File: src/shared/ovc_pkg.sv
// Package for the supply-line control block: register offsets, field positions, reset values.
// Assumes a byte-wide register port with six address bits, as on a ULPI register array.
package ovc_pkg;

   // ****************************************
   // Register offsets
   // ****************************************
   localparam logic [5:0] OVC_OTG_CTRL_ADDR   = 6'h0a;
   localparam logic [5:0] OVC_IFC_CTRL_ADDR   = 6'h07;
   localparam logic [5:0] OVC_PWR_MGMT_ADDR   = 6'h39;
   localparam logic [5:0] OVC_FUNC_CTRL_ADDR  = 6'h04;
   localparam logic [5:0] OVC_STATUS_ADDR     = 6'h13;
   localparam logic [5:0] OVC_CHG_CTRL_ADDR   = 6'h31;

   // ****************************************
   // Field positions
   // ****************************************
   localparam int OVC_DRV_INT_BIT     = 5;
   localparam int OVC_DRV_EXT_BIT     = 6;
   localparam int OVC_DISCHARGE_BIT   = 3;
   localparam int OVC_PULLUP_BIT      = 4;
   localparam int OVC_EXT_SEL_BIT     = 7;
   localparam int OVC_INVERT_BIT      = 5;
   localparam int OVC_DIRECT_BIT      = 6;
   localparam int OVC_UART_LVL_LSB    = 0;
   localparam int OVC_OP_MODE_LSB     = 3;
   localparam int OVC_CHG_EN_BIT      = 0;
   localparam int OVC_ST_SUPPLY_BIT   = 1;
   localparam int OVC_ST_SESSION_BIT  = 2;
   localparam int OVC_ST_LINE_LSB     = 4;
   localparam int OVC_ST_UART_BIT     = 6;

   // ****************************************
   // Reset values and codes
   // ****************************************
   localparam logic [7:0] OVC_OTG_CTRL_RST   = 8'h00;
   localparam logic [7:0] OVC_IFC_CTRL_RST   = 8'h00;
   localparam logic [7:0] OVC_PWR_MGMT_RST   = 8'h00;
   localparam logic [7:0] OVC_FUNC_CTRL_RST  = 8'h00;
   localparam logic [7:0] OVC_CHG_CTRL_RST   = 8'h00;
   localparam logic [1:0] OVC_OP_MODE_UART   = 2'h2;

   typedef enum logic [1:0] {
      OVC_MODE_SYNC  = 2'b00,
      OVC_MODE_ENTER = 2'b01,
      OVC_MODE_UART  = 2'b10
   } ovc_mode_t;

endpackage

File: src/hw/ovc_sync2.sv
// Two-stage synchroniser for a group of asynchronous level inputs.
// Assumes inputs are quasi-static levels; no edges are detected here.
`timescale 1ns/1ps

module ovc_sync2 #(
   parameter int WIDTH = 1
) (
   // Clock and reset
   input  wire logic             mclk,
   input  wire logic             rst_b,
   // Levels
   input  wire logic [WIDTH-1:0] din,
   output logic      [WIDTH-1:0] dout
);

   logic [WIDTH-1:0] stage1;
   logic [WIDTH-1:0] next_stage1;
   logic [WIDTH-1:0] next_dout;

   // Shift chain next values
   always_comb begin
      next_stage1 = din;
      next_dout   = stage1;
   end

   // Shift chain registers
   always_ff @(posedge mclk or negedge rst_b) begin
      if (!rst_b) begin
         stage1 <= '0;
         dout   <= '0;
      end else begin
         stage1 <= next_stage1;
         dout   <= next_dout;
      end
   end

endmodule

File: src/hw/ovc_top.sv
// Supply-line on-the-go control: pulsing resistors, supply switch, indicator select, UART entry.
// Assumes a same-clock register master; comparator and indicator inputs are asynchronous levels.
//
// Design decisions made here: the plain strobed port and the register offsets.
`timescale 1ns/1ps

module ovc_top (
   // Clock and reset
   input  wire logic       mclk,
   input  wire logic       rst_b,
   // Register port
   input  wire logic [5:0] reg_addr,
   input  wire logic [7:0] reg_wdata,
   input  wire logic       reg_wr,
   input  wire logic       reg_rd,
   output logic      [7:0] reg_rdata,
   // Analog and pin inputs
   input  wire logic       comparator_supply_valid,
   input  wire logic       session_valid_flag,
   input  wire logic [1:0] line_state_raw,
   input  wire logic       external_indicator_pin,
   // Analog controls
   output logic            supply_discharge_enable,
   output logic            supply_pullup_enable,
   output logic            indicator_pulldown_enable,
   output logic      [1:0] regulator_level,
   output logic            charger_detect_enable,
   // Open-drain switch pin
   output logic            supply_switch_enable_n_out,
   output logic            supply_switch_enable_n_oe,
   // Toward the RX command path
   output logic            supply_valid_flag,
   output logic            session_valid_out,
   output logic      [1:0] line_state_out,
   output logic            uart_active
);
   import ovc_pkg::*;

   // ****************************************
   // Input synchronisation
   // ****************************************
   logic [4:0] pins_sync;
   logic       comp_s;
   logic       sess_s;
   logic [1:0] line_s;
   logic       ext_s;

   ovc_sync2 #(
      .WIDTH (5)
   ) u_sync (
      .mclk  (mclk),
      .rst_b (rst_b),
      .din   ({external_indicator_pin, line_state_raw, session_valid_flag, comparator_supply_valid}),
      .dout  (pins_sync)
   );

   // Split synchronised inputs
   assign comp_s = pins_sync[0];
   assign sess_s = pins_sync[1];
   assign line_s = pins_sync[3:2];
   assign ext_s  = pins_sync[4];

   // ****************************************
   // Register file
   // ****************************************
   logic [7:0] otg_ctrl;
   logic [7:0] ifc_ctrl;
   logic [7:0] pwr_mgmt;
   logic [7:0] func_ctrl;
   logic [7:0] chg_ctrl;
   logic [7:0] next_otg_ctrl;
   logic [7:0] next_ifc_ctrl;
   logic [7:0] next_pwr_mgmt;
   logic [7:0] next_func_ctrl;
   logic [7:0] next_chg_ctrl;
   logic [7:0] next_reg_rdata;
   logic [7:0] status_word;

   // Status word shows synchronised block state
   always_comb begin
      status_word = 8'h00;
      status_word[OVC_ST_SUPPLY_BIT]            = supply_valid_flag;
      status_word[OVC_ST_SESSION_BIT]           = sess_s;
      status_word[OVC_ST_LINE_LSB +: 2]         = line_state_out;
      status_word[OVC_ST_UART_BIT]              = uart_active;
   end

   // Register writes and read mux
   always_comb begin
      next_otg_ctrl  = otg_ctrl;
      next_ifc_ctrl  = ifc_ctrl;
      next_pwr_mgmt  = pwr_mgmt;
      next_func_ctrl = func_ctrl;
      next_chg_ctrl  = chg_ctrl;
      next_reg_rdata = 8'h00;
      if (reg_wr) begin
         case (reg_addr)
            OVC_OTG_CTRL_ADDR:  next_otg_ctrl  = reg_wdata;
            OVC_IFC_CTRL_ADDR:  next_ifc_ctrl  = reg_wdata;
            OVC_PWR_MGMT_ADDR:  next_pwr_mgmt  = reg_wdata;
            OVC_FUNC_CTRL_ADDR: next_func_ctrl = reg_wdata;
            OVC_CHG_CTRL_ADDR:  next_chg_ctrl  = reg_wdata;
            default:            next_otg_ctrl  = otg_ctrl;
         endcase
      end
      if (reg_rd) begin
         case (reg_addr)
            OVC_OTG_CTRL_ADDR:  next_reg_rdata = otg_ctrl;
            OVC_IFC_CTRL_ADDR:  next_reg_rdata = ifc_ctrl;
            OVC_PWR_MGMT_ADDR:  next_reg_rdata = pwr_mgmt;
            OVC_FUNC_CTRL_ADDR: next_reg_rdata = func_ctrl;
            OVC_CHG_CTRL_ADDR:  next_reg_rdata = chg_ctrl;
            OVC_STATUS_ADDR:    next_reg_rdata = status_word;
            default:            next_reg_rdata = 8'h00;
         endcase
      end
   end

   // Register storage
   always_ff @(posedge mclk or negedge rst_b) begin
      if (!rst_b) begin
         otg_ctrl  <= OVC_OTG_CTRL_RST;
         ifc_ctrl  <= OVC_IFC_CTRL_RST;
         pwr_mgmt  <= OVC_PWR_MGMT_RST;
         func_ctrl <= OVC_FUNC_CTRL_RST;
         chg_ctrl  <= OVC_CHG_CTRL_RST;
         reg_rdata <= 8'h00;
      end else begin
         otg_ctrl  <= next_otg_ctrl;
         ifc_ctrl  <= next_ifc_ctrl;
         pwr_mgmt  <= next_pwr_mgmt;
         func_ctrl <= next_func_ctrl;
         chg_ctrl  <= next_chg_ctrl;
         reg_rdata <= next_reg_rdata;
      end
   end

   // ****************************************
   // Mode tracking for UART entry
   // ****************************************
   ovc_mode_t  mode;
   ovc_mode_t  next_mode;
   logic       uart_req;

   assign uart_req = (func_ctrl[OVC_OP_MODE_LSB +: 2] == OVC_OP_MODE_UART);

   // Mode sequencing
   always_comb begin
      next_mode = mode;
      case (mode)
         OVC_MODE_SYNC:  if (uart_req) begin
            next_mode = OVC_MODE_ENTER;
         end
         OVC_MODE_ENTER: next_mode = uart_req ? OVC_MODE_UART : OVC_MODE_SYNC;
         OVC_MODE_UART:  if (!uart_req) begin
            next_mode = OVC_MODE_SYNC;
         end
         default:        next_mode = OVC_MODE_SYNC;
      endcase
   end

   // Mode register
   always_ff @(posedge mclk or negedge rst_b) begin
      if (!rst_b) begin
         mode <= OVC_MODE_SYNC;
      end else begin
         mode <= next_mode;
      end
   end

   // ****************************************
   // Output logic
   // ****************************************
   logic       drive_any;
   logic       next_supply_valid;
   logic       next_switch_oe;
   logic [1:0] next_reg_level;
   logic       next_uart_active;
   logic [1:0] next_line_state;
   logic       fault_active;

   // Output next values
   always_comb begin
      // either drive bit enables switch (OR)
      drive_any      = otg_ctrl[OVC_DRV_INT_BIT] | otg_ctrl[OVC_DRV_EXT_BIT];
      next_switch_oe = drive_any;
      fault_active   = ext_s ^ ifc_ctrl[OVC_INVERT_BIT];
      if (!otg_ctrl[OVC_EXT_SEL_BIT]) begin
         next_supply_valid = comp_s;
      end else if (ifc_ctrl[OVC_DIRECT_BIT]) begin
         next_supply_valid = fault_active;
      end else begin
         next_supply_valid = comp_s & ~fault_active;
      end
      next_uart_active = (next_mode == OVC_MODE_UART);
      // regulator level follows UART field in UART mode
      next_reg_level   = next_uart_active ? pwr_mgmt[OVC_UART_LVL_LSB +: 2] : 2'h0;
      // line state suppressed in UART mode
      next_line_state  = next_uart_active ? 2'h0 : line_s;
   end

   // Output registers
   always_ff @(posedge mclk or negedge rst_b) begin
      if (!rst_b) begin
         supply_discharge_enable    <= 1'b0;
         supply_pullup_enable       <= 1'b0;
         indicator_pulldown_enable  <= 1'b1;
         regulator_level            <= 2'h0;
         charger_detect_enable      <= 1'b0;
         supply_switch_enable_n_out <= 1'b0;
         supply_switch_enable_n_oe  <= 1'b0;
         supply_valid_flag          <= 1'b0;
         session_valid_out          <= 1'b0;
         line_state_out             <= 2'h0;
         uart_active                <= 1'b0;
      end else begin
         supply_discharge_enable    <= otg_ctrl[OVC_DISCHARGE_BIT];
         supply_pullup_enable       <= otg_ctrl[OVC_PULLUP_BIT];
         indicator_pulldown_enable  <= ~otg_ctrl[OVC_EXT_SEL_BIT];
         regulator_level            <= next_reg_level;
         charger_detect_enable      <= chg_ctrl[OVC_CHG_EN_BIT];
         supply_switch_enable_n_out <= 1'b0;
         supply_switch_enable_n_oe  <= next_switch_oe;
         supply_valid_flag          <= next_supply_valid;
         session_valid_out          <= sess_s;
         line_state_out             <= next_line_state;
         uart_active                <= next_uart_active;
      end
   end
endmodule

File: config.mk
export PLATFORM = sky130hd
export DESIGN_NAME = ovc_top
export DESIGN_NICKNAME = d
export VERILOG_FILES = /design/src/shared/ovc_pkg.sv /design/src/hw/ovc_sync2.sv /design/src/hw/ovc_top.sv
export SDC_FILE = /design/constraint.sdc
export NUM_CORES = 1
export LEC_CHECK = 0
export BUFFER_PORTS_ARGS = -buffer_cell sky130_fd_sc_hd__buf_2
export CELL_PAD_IN_SITES_DETAIL_PLACEMENT = 1
export CELL_PAD_IN_SITES_GLOBAL_PLACEMENT = 2
export CORE_MARGIN = 3
export CORE_UTILIZATION = 42
export CTS_CLUSTER_DIAMETER = 150
export DETAILED_ROUTE_END_ITERATION = 16
export PLACE_DENSITY_LB_ADDON = 0.25
export SYNTH_ARGS = -nofsm -noshare
export SYNTH_HDL_FRONTEND = slang
export SYNTH_SLANG_ARGS = --single-unit
File: constraint.sdc
create_clock -name mclk -period 2.25 [get_ports mclk]
set_clock_uncertainty 0.15 [all_clocks]
set_input_delay 0 -clock mclk [delete_from_list [all_inputs] [get_ports mclk]]
set_output_delay 0 -clock mclk [all_outputs]
set_load 0.005 [all_outputs]
==> metrics.yaml <==
rsz0062_at_grt: "false"
hold_ws_ns: 0.0210
synth_warnings: 0
layout.cells.most_common_list: "71 x dfrtp_1, 42 x buf_2, 32 x mux2_2"
min_path_type: "input pin to async pin"
synth_async_sr_flop_share: 1.00
drt-wirelength-per-cell_um: 18.9
synth.avg_cell_area_um2: 14.8
postRouteWirelength_mm: 6.51
start_kind: "input pin"
seq_area_frac_synth: 0.636
cts.sinks: 72
clock-root-buffer: "clkbuf_8"
hold_viol_final: 0
fmax_ghz: 0.622
crit_path_max_fanout: 8
status: "finished, final reports clean"
viasPerCell: 5.31
final_nets: 285
power.density_nw_per_um2: 836
crit_chain: "buf_2 -> or4b_4 -> or3_1 -> mux2_4"
initial_core_util: 0.439
post_cts_resized: 0
use_met1: 0.247
syn_nets: 215
core.rowCount: 29
peakVddDrop_v: 0.000576
ys_ff_latch: 72
synth_cell_types: 37
timing.slew.headroom: 0.617
cp.arrival_ns: 1.68
clock_latency_ns: 0.34
vias: 1827
grt_pass1_vias: 2015
overflow: 0
gr-usage-all-layers: 0.185
cts_tree: "built"
setup.worst_path.end_class: "flip-flop"
portBuffers: 42
finalSetupViolations: 0
drc: 0
fp.dieH_um: 88.2
drv_cap: 0
die_w_um: 88.2
num_antenna_cells: 0
grt_max_degree: 50
finalCritPeriodShare: 0.715
drt_iter0_drc: 91
critPathSlowestCell: "or3_1"
clk_pin_slew_ns: 0.08
synth_edf_count: 0
grtUsageMet3: 0.0339
coreArea_um2: 6460
pin_count: 44
ant_nets: 0
fin_tns_setup_ns: 0
required_ns: 2.33
place_congestion: 0.741
criticalPathCategory: "input pin to flip-flop"
synth-main-ff-cell: "dfrtp_1"
mostFrequentLayoutCell: "dfrtp_1"
cts-htree-levels: 3
top_usage_layer: "met2"
min_period_ns: 1.61
dr.pass1.iters: 4
total_power_w: 0.00297
antenna_found_initial: 0
cts_max_path_buffers: 2
tightest_slew_ns: 0.572
slew_violations: 0
syn_area_um2: 2840
dp_hpwl_mm: 4.30
drive_gt1_frac: 0.431
synthCells: 192
leakage_nw: 1.73
grtUsageMet2: 0.294
cts_buffers: 9
grt_pass1_wl_mm: 10.4
dieArea_um2: 7780
slowest_delay_ns: 0.60
synthToLayoutAreaGrowth_pct: 25.5
[cells in the mapped netlist (2+ instances only)]
cell type / instances / area share
a22oi_1: 21 / 0.056
a31oi_1: 9 / 0.020
and2_1: 2 / 0.0044
buf_4: 2 / 0.0053
dfrtp_1: 71 / 0.63
inv_1: 4 / 0.0053
mux2_2: 32 / 0.13
mux2_4: 8 / 0.042
nand2_1: 8 / 0.011
nor2_1: 4 / 0.0053
nor2b_1: 2 / 0.0044
nor3_2: 2 / 0.0071
o21ai_0: 2 / 0.0035
xor2_1: 2 / 0.0062
[flip-flops by register name, indices dropped and copies added, names as in the netlist, 2 cells and up]
signal and count:
regulator_level 2, u_sync.dout 5, chg_ctrl 8, pwr_mgmt 8, line_state_out 2, mode 2
reg_rdata 8, otg_ctrl 8, ifc_ctrl 8, func_ctrl 8, u_sync.next_dout 5
[per-layer routing]
metal / vias up / share of wire / wire length [um]
li1: 835 / - / -
met1: 938 / 0.44 / 2890
met2: 45 / 0.49 / 3170
met3: 9 / 0.052 / 340
met4: 0 / 0.017 / 109
met5: - / 0 / 0
[cells by family after synthesis]
family / share of synthesized area
mux: 0.169
flops: 0.636
simple gates: 0.0847
compound gates: 0.0820
other cells: 0.00132
buf+inv: 0.0176
xor+xnor: 0.00927
[critical path, delay by kind of cell]
kind	cells	cell delay, ns
multiplexers	1	0.38
buffers and inverters	1	0.12
AND/OR/NAND/NOR	2	1.18
[where the power goes]
group | internal [W] | switching, W
clock network | 0.000733 | 0.000483
registers | 0.00142 | 0.0000718
logic | 0.000150 | 0.000113
total | 0.00231 | 0.000668
[path summary, 6_finish.rpt]
kind / start / to / slack (ns) / cells past startpoint
max in group asynchronous: rst_b / indicator_pulldown_enable$_DFF_PN1_ / 1.21 / 3
min reg2reg: u_sync.next_dout[4]$_DFF_PN0_ / u_sync.dout[4]$_DFF_PN0_ / 0.20 / 0
max: reg_addr[3] / ifc_ctrl[6]$_DFFE_PN0P_ / 0.64 / 4
max reg2reg: func_ctrl[3]$_DFFE_PN0P_ / regulator_level[0]$_DFF_PN0_ / 0.83 / 3
min: rst_b / session_valid_out$_DFF_PN0_ / 0.02 / 2
min in group mclk: reg_wr / otg_ctrl[4]$_DFFE_PN0P_ / 0.02 / 3
[layout make-up]
| cell class | instances | area (um2) |
|---|---|---|
| sequential | 72 | 1800 |
| multi-input combinational | 111 | 983 |
| tap | 77 | 96.3 |
| fill | 674 | 2900 |
| clock inverter | 6 | 108 |
| inverter | 4 | 15.0 |
| clock buffer | 10 | 128 |
| timing repair buffer | 64 | 425 |
[metrics by stage]
step	cell area, um2	std cells	worst slack (ns)	util
floorplan	2840	192	0.585	-
global placement	3170	313	0.319	0.491
detailed placement	3170	313	0.270	0.491
CTS	3560	344	0.647	0.551
global route	3560	344	0.616	0.551
finish	3560	344	0.642	0.551
[what timing repair did]
| item | in CTS | in global routing |
|---|---|---|
| buffers inserted | 0 | 0 |
| hold endpoints to repair | 121 | 0 |
| hold buffers | 15 | 0 |
Note: power is estimated with default switching activity, not from simulation.
